`src/common/css_pkg.sv`:
```
/*
 * Shared constants and types of the clocked serial slave sequencer.
 * Assumes nothing beyond a SystemVerilog compiler; css_sequencer and tb_top name it explicitly.
 */
package css_pkg;
    localparam int BYTE_W = 8;
    localparam logic [7:0] DUMMY_BYTE = 8'hFF;
    localparam logic [7:0] BUF_RESET = 8'hFF;
    localparam logic [2:0] BIT_FIRST = 3'h0;
    localparam logic [2:0] BIT_LAST = 3'h7;
    localparam int SYNC_STAGES = 2;

    // which handler serves the next channel event
    typedef enum logic [2:0] {
        HND_IDLE = 3'b000,
        HND_TXRX_FIRST = 3'b001,
        HND_TXRX_LATER = 3'b010,
        HND_LAST_RX = 3'b011,
        HND_XFER_START = 3'b100
    } css_handler_type;

    // channel operating mode
    typedef enum logic [1:0] {
        MODE_OFF = 2'b00,
        MODE_TX = 2'b01,
        MODE_RX = 2'b10,
        MODE_TXRX = 2'b11
    } css_mode_type;
endpackage

```
`src/rtl/css_sync.sv`:
```
/*
 * Two-flop synchroniser for a group of single-bit pin inputs.
 * Assumes the inputs are asynchronous to core_clk; reset value is a parameter.
 */
module css_sync #(
    parameter int WIDTH = 1,
    parameter logic [WIDTH-1:0] RESET_VAL = '0
) (
    // clock and reset
    input wire logic core_clk,
    input wire logic nrst,
    input wire logic ce,
    // pins in, synchronised levels out
    input wire logic [WIDTH-1:0] async_in,
    output logic [WIDTH-1:0] sync_out
);
    logic [WIDTH-1:0] meta_reg;

    // elaboration-time refusal of a width the flops cannot serve
    if (WIDTH < 1) begin : g_width_check
        $error("css_sync: WIDTH must be at least 1");
    end

    always_ff @(posedge core_clk or negedge nrst) begin
        if (!nrst) begin
            meta_reg <= RESET_VAL;
            sync_out <= RESET_VAL;
        end else if (ce) begin
            meta_reg <= async_in;
            sync_out <= meta_reg;
        end
    end
endmodule

```
`src/rtl/css_sequencer.sv`:
```
/*
 * Serial slave channel with its character sequencer: shift engine driven by an
 * external master (chip select, clock, data in), shift buffer, remaining count,
 * busy handshake and event-handler selection.
 * Assumes mode-0 framing (sample on rising link clock, change on falling), link
 * clock well below core_clk/4, and a user that presents the next transmit byte
 * before the channel asks for it.
 */
// How it works
// - On the first buffer-empty event of continuous transfer, load the next transmit byte unless the count is 1.
// - With the count at 1, raise busy, switch event timing to transfer end and expect the last-byte completion next.
// - On later buffer-empty events, store the received byte, decrement the count, then treat it like the first event.
// - A single-character send sets transmit mode, loads the byte, sets the count to 1 and awaits the transfer-start event.
// - A single-character receive does the same with an all-ones dummy byte.
// - A single-character send is refused unless the channel is configured for transmit or transmit/receive.
// - The last-byte completion event stores the final received byte and clears the count to zero.
// - A zero count means the transfer is finished and the received byte can be read.
module css_sequencer #(
    parameter int CNT_W = 8
) (
    // clock, reset, enable
    input wire logic core_clk,
    input wire logic nrst,
    input wire logic ce,
    // link pins
    input wire logic link_sck,
    input wire logic link_cs_n,
    input wire logic link_mosi,
    output logic link_miso,
    output logic link_miso_oe_n,
    output logic busy,
    // user commands
    input wire logic [1:0] chan_cfg,
    input wire logic start_txrx,
    input wire logic [CNT_W-1:0] start_count,
    input wire logic start_tx1,
    input wire logic start_rx1,
    input wire logic [7:0] tx_data,
    output logic tx_take,
    // user results
    output logic [7:0] rx_data,
    output logic rx_valid,
    output logic [CNT_W-1:0] remaining_char_count,
    output logic [1:0] chan_mode
);
    localparam logic [CNT_W-1:0] CNT_ONE = CNT_W'(1);
    localparam logic [CNT_W-1:0] CNT_ZERO = '0;

    // elaboration-time refusal of a count too narrow for the last-byte test
    if (CNT_W < 2) begin : g_cnt_check
        $error("css_sequencer: CNT_W must be at least 2");
    end

    logic sck_s;
    logic cs_n_s;
    logic mosi_s;
    logic sck_d_reg;
    logic sck_rise;
    logic sck_fall;
    logic [7:0] serial_shift_buffer;
    logic [7:0] shreg;
    logic [7:0] rx_hold_reg;
    logic [2:0] bit_cnt;
    logic need_load_reg;
    logic ev_empty;
    logic ev_end;
    logic timing_end_reg;
    logic channel_event;
    logic idle_ok;
    logic [7:0] rx_now;
    logic [CNT_W-1:0] cnt_after;
    css_pkg::css_handler_type next_event_handler_select;

    css_sync #(
        .WIDTH(3),
        .RESET_VAL(3'h2)
    ) u_sync (
        .core_clk(core_clk),
        .nrst(nrst),
        .ce(ce),
        .async_in({link_sck, link_cs_n, link_mosi}),
        .sync_out({sck_s, cs_n_s, mosi_s})
    );

    // link clock edge finder
    always_ff @(posedge core_clk or negedge nrst) begin
        if (!nrst) begin
            sck_d_reg <= 1'b0;
        end else if (ce) begin
            sck_d_reg <= sck_s;
        end
    end

    assign sck_rise = sck_s & ~sck_d_reg & ~cs_n_s;
    assign sck_fall = ~sck_s & sck_d_reg & ~cs_n_s;
    // buffer empties when the shift register takes its byte
    assign ev_empty = ~cs_n_s & need_load_reg & ~sck_rise;
    assign ev_end = sck_rise & (bit_cnt == css_pkg::BIT_LAST);
    assign rx_now = {shreg[6:0], mosi_s};
    assign channel_event = timing_end_reg ? ev_end : ev_empty;
    assign idle_ok = (remaining_char_count == CNT_ZERO);
    assign cnt_after = remaining_char_count - CNT_ONE;

    // shift engine
    always_ff @(posedge core_clk or negedge nrst) begin
        if (!nrst) begin
            shreg <= css_pkg::BUF_RESET;
            bit_cnt <= css_pkg::BIT_FIRST;
            need_load_reg <= 1'b1;
            rx_hold_reg <= '0;
            link_miso <= 1'b1;
            link_miso_oe_n <= 1'b1;
        end else if (ce) begin
            link_miso_oe_n <= cs_n_s;
            if (cs_n_s) begin
                bit_cnt <= css_pkg::BIT_FIRST;
                need_load_reg <= 1'b1;
            end else if (sck_rise) begin
                shreg <= rx_now;
                bit_cnt <= bit_cnt + 3'h1;
                if (ev_end) begin
                    rx_hold_reg <= rx_now;
                    need_load_reg <= 1'b1;
                end
            end else if (ev_empty) begin
                shreg <= serial_shift_buffer;
                link_miso <= serial_shift_buffer[7];
                need_load_reg <= 1'b0;
            end else if (sck_fall) begin
                link_miso <= shreg[7];
            end
        end
    end

    // sequencer: commands and event handlers
    always_ff @(posedge core_clk or negedge nrst) begin
        if (!nrst) begin
            serial_shift_buffer <= css_pkg::BUF_RESET;
            remaining_char_count <= CNT_ZERO;
            next_event_handler_select <= css_pkg::HND_IDLE;
            timing_end_reg <= 1'b0;
            busy <= 1'b0;
            tx_take <= 1'b0;
            rx_data <= '0;
            rx_valid <= 1'b0;
            chan_mode <= css_pkg::MODE_OFF;
        end else if (ce) begin
            tx_take <= 1'b0;
            rx_valid <= 1'b0;
            if (idle_ok && start_txrx && start_count != CNT_ZERO) begin
                chan_mode <= css_pkg::MODE_TXRX;
                serial_shift_buffer <= tx_data;
                tx_take <= 1'b1;
                remaining_char_count <= start_count;
                next_event_handler_select <= css_pkg::HND_TXRX_FIRST;
                timing_end_reg <= 1'b0;
                busy <= 1'b0;
            end else if (idle_ok && start_tx1
                         && (chan_cfg == css_pkg::MODE_TX
                             || chan_cfg == css_pkg::MODE_TXRX)) begin
                chan_mode <= css_pkg::MODE_TX;
                serial_shift_buffer <= tx_data;
                tx_take <= 1'b1;
                remaining_char_count <= CNT_ONE;
                next_event_handler_select <= css_pkg::HND_XFER_START;
                timing_end_reg <= 1'b0;
                busy <= 1'b0;
            end else if (idle_ok && start_rx1) begin
                chan_mode <= css_pkg::MODE_TX;
                serial_shift_buffer <= css_pkg::DUMMY_BYTE;
                remaining_char_count <= CNT_ONE;
                next_event_handler_select <= css_pkg::HND_XFER_START;
                timing_end_reg <= 1'b0;
                busy <= 1'b0;
            end else if (channel_event) begin
                unique case (next_event_handler_select)
                    css_pkg::HND_IDLE: begin
                    end
                    css_pkg::HND_TXRX_FIRST: begin
                        if (remaining_char_count != CNT_ONE) begin
                            serial_shift_buffer <= tx_data;
                            tx_take <= 1'b1;
                            next_event_handler_select <= css_pkg::HND_TXRX_LATER;
                        end else begin
                            busy <= 1'b1;
                            timing_end_reg <= 1'b1;
                            next_event_handler_select <= css_pkg::HND_LAST_RX;
                        end
                    end
                    css_pkg::HND_TXRX_LATER: begin
                        rx_data <= rx_hold_reg;
                        rx_valid <= 1'b1;
                        remaining_char_count <= cnt_after;
                        if (cnt_after != CNT_ONE) begin
                            serial_shift_buffer <= tx_data;
                            tx_take <= 1'b1;
                        end else begin
                            busy <= 1'b1;
                            timing_end_reg <= 1'b1;
                            next_event_handler_select <= css_pkg::HND_LAST_RX;
                        end
                    end
                    css_pkg::HND_XFER_START: begin
                        busy <= 1'b1;
                        timing_end_reg <= 1'b1;
                        next_event_handler_select <= css_pkg::HND_LAST_RX;
                    end
                    css_pkg::HND_LAST_RX: begin
                        rx_data <= rx_now;
                        rx_valid <= 1'b1;
                        remaining_char_count <= CNT_ZERO;
                        timing_end_reg <= 1'b0;
                        next_event_handler_select <= css_pkg::HND_IDLE;
                    end
                    default: begin
                        next_event_handler_select <= css_pkg::HND_IDLE;
                    end
                endcase
            end
        end
    end
endmodule

```
`config.mk`:
```
export PLATFORM = sky130hd
export DESIGN_NAME = css_sequencer
export DESIGN_NICKNAME = d
export VERILOG_FILES = /design/src/common/css_pkg.sv /design/src/rtl/css_sync.sv /design/src/rtl/css_sequencer.sv
export SDC_FILE = /design/constraint.sdc
export NUM_CORES = 1
export LEC_CHECK = 0
export BUFFER_PORTS_ARGS = -buffer_cell sky130_fd_sc_hd__buf_2
export CORE_ASPECT_RATIO = 0.9
export CORE_MARGIN = 2
export CORE_UTILIZATION = 36
export DETAILED_ROUTE_END_ITERATION = 10
export HOLD_SLACK_MARGIN = 0.1
export PLACE_DENSITY = 0.63
export SYNTH_ARGS = -nofsm -noshare
export SYNTH_HDL_FRONTEND = slang
export SYNTH_SLANG_ARGS = --single-unit
```
`constraint.sdc`:
```
create_clock -name core_clk -period 4 [get_ports core_clk]
set_clock_uncertainty 0.1 [all_clocks]
set_input_delay 1 -clock core_clk [delete_from_list [all_inputs] [get_ports core_clk]]
set_output_delay 1 -clock core_clk [all_outputs]
set_load 0.01 [all_outputs]
```
## Word level (Yosys, flattened, before mapping)

Cells that the tools add are included.

- Bits in registers: 62

- Bitwise operators: 14
- Reductions and logical operators: 33
- Multiplexer cells: 58
- $add $sub $neg: 2
- Equal/unequal tests: 15

Operators by type and width:

| cell | number |
|---|---|
| $mux W8 | 12 |
| $pmux W8 S2 | 3 |
| $mux W1 | 29 |
| $mux W3 | 7 |
| $ne A5 B5 Y1 const B | 4 |
| $ne A8 B1 Y1 const B | 2 |
| $reduce_and A5 Y1 | 3 |
| $pmux W3 S4 | 1 |
| $reduce_and A4 Y1 | 3 |
| $reduce_bool A5 Y1 | 2 |
| $reduce_and A3 Y1 | 3 |
| $logic_not A8 Y1 | 1 |
| $reduce_bool A2 Y1 | 4 |
| $reduce_bool A8 Y1 | 1 |
| $sub A8 B1 Y8 const B | 1 |
| $and A1 B1 Y1 | 7 |
| $not A1 Y1 | 7 |
| $reduce_bool A7 Y1 | 1 |
| $eq A3 B2 Y1 const B | 2 |
| $eq A3 B3 Y1 const B | 2 |
| $mux W2 | 3 |
| $reduce_and A6 Y1 | 1 |
| $reduce_bool A3 Y1 | 2 |
| $reduce_bool A6 Y1 | 1 |
| other kinds (15) | 20 |

## Longest topological paths before layout

Gate-level depths: netlist of run 1.

- Depth in word-level cells: 10
- Gate-level depth with buffers: 10
- Gate-level depth less buffers: 8

## Cells and area by module

From an unflattened synthesis of run 1, not the netlist that was laid out.

- Cell total of the unflattened synthesis: 307
- Area, all modules: 3,349.5 um2

By module, submodules not included:

| module | times used | area each (um2) | cells each | seq. area each (um2) |
|---|---|---|---|---|
| css_sequencer | 1 | 3,095.5 | 294 | 1,425.1 |
| css_sync | 1 | 254.0 | 13 | 152.6 |

## Worst setup path before layout of run 1

No wires, ideal clock.

- Kind: input port to flip-flop
- From: in ce
- To: reg remaining_char_count[6]
- Data required time: 3.830 ns
- Slack: 1.423 ns
- Cell stages on the path: 8
- Data arrival time: 2.408 ns
- Buffers on the path: 3
- Cells stage by stage: clkbuf_1 nand2b_1 a21oi_1 and3_1 buf_2 buf_2 nand3_1 nand3_1

- Longest elaborated chain between the ends: 1

RTL lines:

| what | RTL line | source |
|---|---|---|
| start, declared | css_sequencer.sv:24 | `input wire logic ce,` |
| $reduce_and A3 Y1 (no source line) | - |  |
| end signal, assigned | css_sequencer.sv:154 | `remaining_char_count <= start_count;` |
| end signal, assigned | css_sequencer.sv:193 | `remaining_char_count <= cnt_after;` |
| end, declared | css_sequencer.sv:43 | `output logic [CNT_W-1:0] remaining_char_count,` |

Every way passes these cells.
A chain may end at the register's enable or synchronous reset.

## Final worst setup path of run 1

- From: in start_count[5]
- To: reg rx_data[3]

- Longest elaborated chain between the ends: 4

RTL lines:

| what | RTL line | source |
|---|---|---|
| start, declared | css_sequencer.sv:35 | `input wire logic [CNT_W-1:0] start_count,` |
| $reduce_bool A8 Y1 | css_sequencer.sv:150 | `if (idle_ok && start_txrx && start_count != CNT_ZERO) begin` |
| $logic_and A1 B1 Y1 | css_sequencer.sv:150 |  |
| $not A1 Y1 (no source line) | - |  |
| $reduce_and A6 Y1 (no source line) | - |  |
| end signal, assigned | css_sequencer.sv:191 | `rx_data <= rx_hold_reg;` |
| end signal, assigned | css_sequencer.sv:209 | `rx_data <= rx_now;` |
| end, declared | css_sequencer.sv:41 | `output logic [7:0] rx_data,` |

Every way passes these cells.

==> out/results.md, run 1 <==
- sky130_fd_sc_hd__dfrtp_1 32%, sky130_fd_sc_hd__dfstp_2 17%, sky130_fd_sc_hd__mux2_2 5.3% — leading cell types by total area after synthesis
- 4 — number of detailed-route iterations in the first pass
- 3 — total number of H-tree levels
- sky130_fd_sc_hd__dfrtp_1 — cell type with the largest total area after synthesis
- 8608 sq um — placeable core region
- 62 — #FFs+latches synth
- 0 — number of enable flip-flop cells after synthesis
- 2 — Bufs on Longest Clock Path
- 58 — library cells used by synthesis
- 2906 ps — final critical path time including I/O delays and setup
- 682.7 nW/um^2 — cell area power density
- done — clock tree from TritonCTS
- 48 — count of input and output buffers
- buf_2, nor4_1, a21boi_1, o21ai_2, and3_1, nor2_1, a31oi_1 — list of cells traversed by the critical path
- sky130_fd_sc_hd__dfrtp_1 — dominant synthesized flop cell
- 0 — antenna violation net count after detailed routing
- 1 — hold depth
- 103.4 um — overall die width
- 0.3207 — proportion of netlist area held by the largest area contributor
- 3070 ps — Arrival @ worst endpoint
- 0 — max-cap violation count
- 4170 ps — critical path required time
- 393 — # nets final
- 0.1687 — combined global-route utilization of all metal layers
- 0 — count of buffers added by post-CTS timing repair for setup
- sky130_fd_sc_hd__clkbuf_8 — clock tree root driver cell
- serial_shift_buffer[6] — capturing point of the worst reg2reg path
- 0 — ANT cells
- 0.4391 — core occupancy in the finished layout
- input port to flop — Crit Path Class
- 5.289 — vias per cell
- 346 — post-synth net total
- 12540 um — global-route wire length before repair
- 3780 sq um — final design instance area without fill
- 848 — Filler Cells Inserted
- 7381 um — Routed WL
- 0 — cts-stage hold buffer count
- 18 — CP Max Fanout
- 5242 um — HPWL after DPL
- 1.000 — share of flip-flops with an asynchronous set or reset
- 3199 sq um — Synth Cell Area
- 0.7266 — Final period util
- finished clean — result of the run
- 0 — Warnings, synthesis
- 0.4932 — sequential-to-total area share from yosys stat
- flop — type of destination of the critical path
- 610 ps — peak per-stage delay on the critical path
- 93.44 um — height of the die
- 9 — TritonCTS Buffers
- 0 ps — Setup TNS
- 2565 — via count
- 1.641 nW — Leakage Power
- 0 — final setup fails
- chan_mode[0] — Worst Hold Path EP
- 485 — fin cells
- 2526 — number of global-route vias before repair
- 0 — final routed DRC violation total
- 50 — total I/O pin count
- input port — Worst setup SP type
- 48 x sky130_fd_sc_hd__buf_2, 41 x sky130_fd_sc_hd__dfrtp_1, 39 x sky130_fd_sc_hd__nand2_1, 25 x sky130_fd_sc_hd__nor2_1, 21 x sky130_fd_sc_hd__dfstp_2 — commonest cells after routing, fill and taps aside
- 161 — number of DRC markers after the initial detailed-route iteration
- 0.3169 — share of cells above drive strength 1
- 35 — largest net degree at the start of global routing
- 80 ps — clock-pin transition on the worst setup and hold timing paths
- 9658 sq um — area of the die
- no — RSZ-0062 raised after global routing
- 32 — Core Rows
- 0.3717 — Starting Density
- 0 — count of endpoints failing hold in the final timing report
- 1220 ps — worst-case register-to-register setup slack
- chan_mode[0] — Hold Startpoint
- remaining_char_count[0] — launching point of the worst reg2reg path
- 0.8052 — final estimated routing congestion in global placement
- 0.2506 mV — worst supply voltage drop on vdd
- 0 — residual overflow from global routing
- 0.3441 GHz — maximum clock frequency
- 907.9 ps — slew at the pin with the worst max-slew slack
- 15.22 um — average wire per cell in the routed design
- 0 — pins over their slew limit
- flop to flop — class of the tightest hold or removal check
- sky130_fd_sc_hd__and3_1 — highest-delay cell along the critical path
- 0 — number of gates resized after cts
- 0 — number of antenna violations at the first check in global routing
- 340 ps — clock latency on the worst-skew pair
- 62 — CTS Sinks
- 9 — depth of the worst register-to-register path
- 18.15% — Synth-to-Final Area Change
- 469 — number of cells after detailed placement
- 314 — count of mapped cells out of synthesis
- 3552 sq um — placed instance area
- sky130_fd_sc_hd__buf_2 — leading cell type in the layout, fill and taps excluded
- 0.3906 — worst relative slew slack
- 10.19 sq um — synthesized area per cell
[per-stage QoR]
step	setup slack (ps)	power [mW]	hold slack (ps)
after floorplan	1423	1.670	349.2
after global placement	755.3	1.922	349.2
after detailed placement	721.5	1.957	352.0
after CTS	1111	2.612	369.9
after global routing	771.9	2.777	379.5
final	1094	2.581	364.9
[power breakdown]
group / switching [mW] / internal [mW] / leakage [nW] / total, mW
combinational: 0.452 / 0.385 / 0.773 / 0.837
clock: 0.277 / 0.359 / 0.115 / 0.637
sequential: 0.228 / 0.879 / 0.753 / 1.11
total: 0.957 / 1.62 / 1.64 / 2.58
[cells by family after synthesis]
family	synth area share
AO/OA/AOI/OAI	0.1971
XOR/XNOR	0.002738
adder cells (fa/ha/maj)	0.02268
buffers and inverters	0.03129
flip-flops	0.4932
multiplexers	0.08721
AND/OR/NAND/NOR	0.1658
[cells in the mapped netlist (all sizes together), types with 4 or more instances]
master  count
dfrtp      41
nand2      39
o21ai      30
nor2       26
dfstp      21
mux2       15
clkbuf     13
mux2i      11
a31oi      10
o22a        9
inv         7
nand3       7
a21oi       5
and2        5
ha          5
nand2b      5
nor4        5
and3        4
buf         4
nor2b       4
nor3        4
o211ai      4
[per-layer routing]
metal  vias to the layer above  global-route usage  part of all wire
met5                         -                   0                 0
met4                         0             0.05592             0.011
met3                         7             0.04484             0.051
met2                        57              0.2575              0.47
met1                      1253              0.2314              0.47
li1                       1248                   -                 -
[critical path, delay by kind of cell]
kind                   cells  cell delay, ps
AOI/OAI and AO/OA          3             800
buffers and inverters      1             110
and+or+nand+nor            3            1160
[layout make-up]
class / count / area [sq um] / share of cell area
Inverter: 7 / 26.28 / 0.006951
Clock inverter: 7 / 103.9 / 0.02747
Sequential cell: 62 / 1578 / 0.4174
Multi-Input combinational cell: 228 / 1521 / 0.4025
Timing Repair Buffer: 53 / 277.8 / 0.07349
Clock buffer: 9 / 123.9 / 0.03277
Tap cell: 119 / 148.9 / 0.03939
[worst max path at each step]
stage | cells after the start | slack (ps) | to | from
after CTS | 7 | 1110 | rx_data[3] | start_count[5]
after detailed placement | 7 | 720 | rx_data[3] | start_count[5]
after floorplan | 8 | 1420 | remaining_char_count[6] | ce
after global placement | 7 | 760 | rx_data[4] | start_count[5]
final | 7 | 1090 | rx_data[3] | start_count[5]
after global routing | 7 | 770 | rx_data[2] | start_count[5]
Power figures use the tool's default switching activity.
==> run 2: changes to the inputs <==
clock period = 2.8 ns   (was 4 ns; I/O delays follow)
==> run 2 against run 1 <==
Compared with the run above:
- clock power is 28% higher
- count of clock-buffer cells in the layout is 1 higher
- via count rose by 1.7%
- wire length fell by 1.3%
- largest cell class unchanged
- largest power group unchanged
==> out/results.md, run 2 (synthesized netlist as in run 1, its figures left out) <==
- finished clean — result of the run, unchanged
- sky130_fd_sc_hd__buf_2 — leading cell type in the layout, fill and taps excluded, unchanged
- 5.197 — vias per cell, was 5.289
- 0 — ANT cells, unchanged
- 9 — TritonCTS Buffers, unchanged
- 28 — largest net degree at the start of global routing, was 35
- 410 — # nets final, was 393
- 0 — residual overflow from global routing, unchanged
- 14.51 um — average wire per cell in the routed design, was 15.22 um
- 0 — number of antenna violations at the first check in global routing, unchanged
- 0.3783 GHz — maximum clock frequency
- 0.8064 — final estimated routing congestion in global placement, was 0.8052
- 12240 um — global-route wire length before repair, was 12540 um
- 93.44 um — height of the die, unchanged
- 3705 sq um — placed instance area, was 3552 sq um
- 0 — count of endpoints failing hold in the final timing report, unchanged
- 2508 — number of global-route vias before repair, was 2526
- 1.725 nW — Leakage Power, was 1.641 nW
- flop — Worst setup SP type, was input port
- 48 — count of input and output buffers, unchanged
- 0 — cts-stage hold buffer count, unchanged
- done — clock tree from TritonCTS, unchanged
- flop to flop — Crit Path Class, was input port to flop
- 844.9 ps — slew at the pin with the worst max-slew slack, was 907.9 ps
- 0.9440 — Final period util
- remaining_char_count[0] — launching point of the worst reg2reg path, unchanged
- 0 ps — Setup TNS, unchanged
- 80 ps — clock-pin transition on the worst setup and hold timing paths, about the same
- 175.1 ps — setup slack after placement, was 721.5 ps
- sky130_fd_sc_hd__clkbuf_8 — clock tree root driver cell, unchanged
- 8608 sq um — placeable core region, unchanged
- 5332 um — HPWL after DPL, was 5242 um
- 48 x sky130_fd_sc_hd__buf_2, 41 x sky130_fd_sc_hd__dfrtp_1, 39 x sky130_fd_sc_hd__nand2_1, 25 x sky130_fd_sc_hd__nor2_1, 21 x sky130_fd_sc_hd__dfstp_2 — commonest cells after routing, fill and taps aside, unchanged
- 156.7 ps — final setup margin, was 1094 ps
- 0 — final routed DRC violation total, unchanged
- 0.3473 — share of cells above drive strength 1, was 0.3169
- 2609 — via count, was 2565
- 50 — total I/O pin count, unchanged
- 0 — max-cap violation count, unchanged
- 350 ps — clock latency on the worst-skew pair, was 340 ps
- no — RSZ-0062 raised after global routing, unchanged
- 0.4441 mV — worst supply voltage drop on vdd, was 0.2506 mV
- 159 — number of DRC markers after the initial detailed-route iteration, was 161
- 4 — number of detailed-route iterations in the first pass, unchanged
- 7286 um — Routed WL, was 7381 um
- 9658 sq um — area of the die, unchanged
- 3 — total number of H-tree levels, unchanged
- flop — type of destination of the critical path, unchanged
- 939.4 nW/um^2 — cell area power density, was 682.7 nW/um^2
- 0 — final setup fails, unchanged
- 0 — number of gates resized after cts, unchanged
- 2 — Bufs on Longest Clock Path, unchanged
- 0 — count of buffers added by post-CTS timing repair for setup, unchanged
- 0.1637 — combined global-route utilization of all metal layers, was 0.1687
- 8 — CP Max Fanout, was 18
- 103.4 um — overall die width, unchanged
- 62 — CTS Sinks, unchanged
- 3913 sq um — final design instance area without fill, was 3780 sq um
- 2980 ps — critical path required time, was 4170 ps
- 32 — Core Rows, unchanged
- 22.29% — Synth-to-Final Area Change, was 18.15%
- 2643 ps — final critical path time including I/O delays and setup
- input port to async pin — class of the tightest hold or removal check, was flop to flop
- 0 — antenna violation net count after detailed routing, unchanged
- 2820 ps — Arrival @ worst endpoint, was 3070 ps
- remaining_char_count[0] — worst setup path startpoint, was start_count[5]
- 0.4329 — worst relative slew slack, was 0.3906
- 0 — pins over their slew limit, unchanged
- 0.3717 — Starting Density, unchanged
## run 2: layer usage
metal | GRT usage | vias to the layer above | part of all wire
li1 | - | 1271 | -
met1 | 0.2258 | 1270 | 0.47
met2 | 0.2457 | 61 | 0.46
met3 | 0.05456 | 7 | 0.057
met4 | 0.04386 | 0 | 0.0093
met5 | 0 | - | 0
## run 2: worst max-delay path: stages, from the launching register on
cell and delay [ps]:
sky130_fd_sc_hd__dfrtp_1 460, sky130_fd_sc_hd__inv_1 120, sky130_fd_sc_hd__ha_1 220, sky130_fd_sc_hd__nor3b_1 130, sky130_fd_sc_hd__buf_4 150, sky130_fd_sc_hd__xnor2_1 250
sky130_fd_sc_hd__nor4_4 80, sky130_fd_sc_hd__and3b_2 210, sky130_fd_sc_hd__o31ai_2 600, sky130_fd_sc_hd__o22a_1 230
## run 2: stage by stage
step	util	hold WS, ps	total power, mW	cells
after floorplan	-	304.4	2.385	314
after global placement	0.4304	350.3	2.840	486
after detailed placement	0.4304	354.5	2.879	486
after CTS	0.4545	269.3	3.709	502
after global routing	0.4545	286.0	3.955	502
final	0.4545	255.4	3.676	502
## run 2: final timing paths
check / to / slack, ps / depth (start not counted)
setup / recovery: serial_shift_buffer[6] / 160 / 9
hold / removal: rx_data[6] / 260 / 1
setup reg to reg: serial_shift_buffer[6] / 160 / 9
hold reg to reg: chan_mode[0] / 360 / 1
max in group asynchronous: shreg[5] / 1580 / 2
min in group core_clk: chan_mode[0] / 360 / 1
## run 2: layout make-up
class	count	area, sq um
Fill cell	831	4696
Sequential cell	62	1578
Multi-Input combinational cell	228	1521
Timing Repair Buffer	70	430.4
Tap cell	119	148.9
Clock buffer	10	137.6
Clock inverter	6	70.07
Inverter	7	26.28
## run 2: power breakdown
group	leakage, nW	switching (mW)	total (mW)	internal [mW]
Sequential	0.753	0.269	1.53	1.26
Combinational	0.865	0.709	1.33	0.626
Clock	0.107	0.374	0.815	0.441
Total	1.72	1.35	3.68	2.32
==> run 3: changes to the inputs <==
CORE_UTILIZATION = 33   (was 36)
PLACE_DENSITY = 0.59   (was 0.63)
SETUP_SLACK_MARGIN = 0.3   (was not set)
clock period = 3 ns   (was 2.8 ns; I/O delays follow)
==> run 3 against run 2 <==
Compared with the run above:
- cell count decreased by 0.40%
- register-to-register slack improved by 310 ps
- flip-flop and latch count unchanged
- non-clock buffer count shrank 9
- first-iteration DRC count shrank 26%
- worst setup slack gained 310 ps
- die area grew 8.7%
- combinational power is 14% lower
- global-route usage decreased by 1.6 points
- design area is 1.3% lower
- via count is 1.8% lower
- hold slack better by 55 ps
- critical endpoint unchanged
==> out/results.md, run 3 (synthesized netlist as in run 1, its figures left out) <==
- flop — type of destination of the critical path, unchanged
- 3 — total number of H-tree levels, unchanged
- 862.8 nW/um^2 — cell area power density, was 939.4 nW/um^2
- 34 — Core Rows, was 32
- remaining_char_count[2] — launching point of the worst reg2reg path, was remaining_char_count[0]
- 1578 sq um — area of all sequential standard cells, unchanged
- 70 ps — clock-pin transition on the worst setup and hold timing paths, was 80 ps
- remaining_char_count[2] — worst setup path startpoint, was remaining_char_count[0]
- 0.3342 — share of cells above drive strength 1, was 0.3473
- 1.241 mW — Sw Pwr, was 1.352 mW
- 14.63 um — average wire per cell in the routed design, was 14.51 um
- no — RSZ-0062 raised after global routing, unchanged
- 0.4053 — core occupancy in the finished layout, was 0.4545
- 50 — total I/O pin count, unchanged
- 63 — largest net degree at the start of global routing, was 28
- 0 — antenna violation net count after detailed routing, unchanged
- 10500 sq um — area of the die, was 9658 sq um
- flop — Worst setup SP type, unchanged
- 0 — count of buffers added by post-CTS timing repair for setup, unchanged
- done — clock tree from TritonCTS, unchanged
- 2.091 mW — Power Internal, was 2.324 mW
- 7314 um — Routed WL, was 7286 um
- 0.3357 — Starting Density, was 0.3717
- 9 — CP Max Fanout, was 8
- 3659 sq um — placed instance area, was 3705 sq um
- 97.41 um — height of the die, was 93.44 um
- 0 — residual overflow from global routing, unchanged
- 340 ps — clock latency on the worst-skew pair, was 350 ps
- sky130_fd_sc_hd__clkbuf_8 — clock tree root driver cell, unchanged
- 0 — pins over their slew limit, unchanged
- simple AND/OR/NAND/NOR gates — kind of cell with the highest combined delay on the critical path, was compound AO/OA/AOI/OAI gates
- 309.9 ps — Hold WS, was 255.4 ps
- 2 — Bufs on Longest Clock Path, unchanged
- 0 — cts-stage hold buffer count, unchanged
- 107.8 um — overall die width, was 103.4 um
- 590 ps — peak per-stage delay on the critical path, was 600 ps
- 956 — Filler Cells Inserted, was 831
- 1.670 nW — Leakage Power, was 1.725 nW
- 20.73% — Synth-to-Final Area Change, was 22.29%
- 62 — CTS Sinks, unchanged
- 0 — final setup fails, unchanged
- 0.1473 — combined global-route utilization of all metal layers, was 0.1637
- 0.3945 GHz — maximum clock frequency, was 0.3783 GHz
- 0.6355 — worst relative slew slack, was 0.4329
- 546.7 ps — slew at the pin with the worst max-slew slack, was 844.9 ps
- 0 ps — Setup TNS, unchanged
- 401 — # nets final, was 410
- 484 — number of cells after detailed placement, was 486
- 48 — count of input and output buffers, unchanged
- 0 — number of antenna violations at the first check in global routing, unchanged
- 2535 ps — final critical path time including I/O delays and setup, was 2643 ps
- 465.0 ps — final setup margin, was 156.7 ps
- finished clean — result of the run, unchanged
- 3180 ps — critical path required time, was 2980 ps
- 0 — ANT cells, unchanged
- 118 — number of DRC markers after the initial detailed-route iteration, was 159
- 48 x sky130_fd_sc_hd__buf_2, 41 x sky130_fd_sc_hd__dfrtp_1, 39 x sky130_fd_sc_hd__nand2_1, 25 x sky130_fd_sc_hd__nor2_1, 21 x sky130_fd_sc_hd__dfstp_2 — commonest cells after routing, fill and taps aside, unchanged
- 0.442 — sequential cell fraction of total power, was 0.415
- 0.215 — clock share of power, was 0.222
- 3.332 mW — Final Total Pwr, was 3.676 mW
- 12200 um — global-route wire length before repair, was 12240 um
- sky130_fd_sc_hd__buf_2 — leading cell type in the layout, fill and taps excluded, unchanged
- 5204 um — HPWL after DPL, was 5332 um
- 322.4 ps — setup slack after placement, was 175.1 ps
- 9529 sq um — placeable core region, was 8608 sq um
- 9 — TritonCTS Buffers, unchanged
- sky130_fd_sc_hd__or4_4 — highest-delay cell along the critical path, was sky130_fd_sc_hd__o31ai_2
- 1 — worst path buffer plus inverter count, was 2
- 2710 ps — Arrival @ worst endpoint, was 2820 ps
- 0 — final routed DRC violation total, unchanged
- 0.8012 — final estimated routing congestion in global placement, was 0.8064
- 500 — fin cells, was 502
- 5.126 — vias per cell, was 5.197
- 4 — number of detailed-route iterations in the first pass, unchanged
- 0.3725 — fraction of power spent switching nets, was 0.3678
- 3862 sq um — final design instance area without fill, was 3913 sq um
- 0.343 — share of total power in combinational logic, was 0.363
- flop to flop — Crit Path Class, unchanged
- 0 — count of endpoints failing hold in the final timing report, unchanged
- input port to async pin — class of the tightest hold or removal check, unchanged
- 2437 — number of global-route vias before repair, was 2508
- or4_4, o21a_4, nor4_4, a21boi_2, o31ai_4, buf_12, o22a_1 — list of cells traversed by the critical path, was inv_1, ha_1, nor3b_1, buf_4, xnor2_1, nor4_4, and3b_2, o31ai_2, o22a_1
- 0.2534 mV — worst supply voltage drop on vdd, was 0.4441 mV
- 0.8450 — Final period util, was 0.9440
- 0 — max-cap violation count, unchanged
- 1535 sq um — area of the multi-input gates, was 1521 sq um
- 2563 — via count, was 2609
run 3: changes by cell type in the layout (fill, tap and decap cells not counted), sizes merged:
cell / previous run / this run
buf: 70 / 61
clkinv: 4 / 2
clkinvlp: 0 / 3
inv: 8 / 7
run 3: worst reg2reg max path, stage by stage (launching register included):
cell and delay [ps]:
sky130_fd_sc_hd__dfrtp_1 470, sky130_fd_sc_hd__or4_4 590, sky130_fd_sc_hd__o21a_4 230, sky130_fd_sc_hd__nor4_4 360, sky130_fd_sc_hd__a21boi_2 150, sky130_fd_sc_hd__o31ai_4 290, sky130_fd_sc_hd__buf_12 160, sky130_fd_sc_hd__o22a_1 130
run 3: path summary, 6_finish.rpt:
path                                     endpoint  cells after the start  slack [ps]
max                        serial_shift_buffer[6]                      7         470
min                                    rx_data[6]                      2         310
max reg2reg                serial_shift_buffer[6]                      7         470
min reg2reg                          chan_mode[0]                      1         360
max in group asynchronous      u_sync.meta_reg[1]                      2        2160
min in group core_clk                chan_mode[0]                      1         360
run 3: routing by layer:
| metal | vias to the layer above | GRT usage | wire length [um] |
|---|---|---|---|
| met1 | 1242 | 0.2027 | 3513 |
| met3 | 11 | 0.03085 | 363 |
| met5 | - | 0 | 0 |
| li1 | 1257 | - | - |
| met2 | 53 | 0.2298 | 3321 |
| met4 | 0 | 0.05128 | 115 |
run 3: cell type report:
class / count / area share
Clock inverter: 6 / 0.01620
Sequential cell: 62 / 0.4085
Tap cell: 126 / 0.04082
Timing Repair Buffer: 61 / 0.09718
Multi-Input combinational cell: 228 / 0.3975
Inverter: 7 / 0.006803
Clock buffer: 10 / 0.03304
run 3: timing repair:
item,4_1_cts,5_1_grt
hold endpoints to repair,0,0
setup endpoints to repair,0,11
resized for setup,0,3
run 3: power by group through the flow:
stage | registers, mW | clock network (mW) | logic [mW]
after global placement | 1.47 | 0 | 1.13
after floorplan | 1.41 | 0 | 0.820
after detailed placement | 1.48 | 0 | 1.14
after CTS | 1.47 | 0.738 | 1.15
after global routing | 1.52 | 0.768 | 1.29
final | 1.47 | 0.716 | 1.14
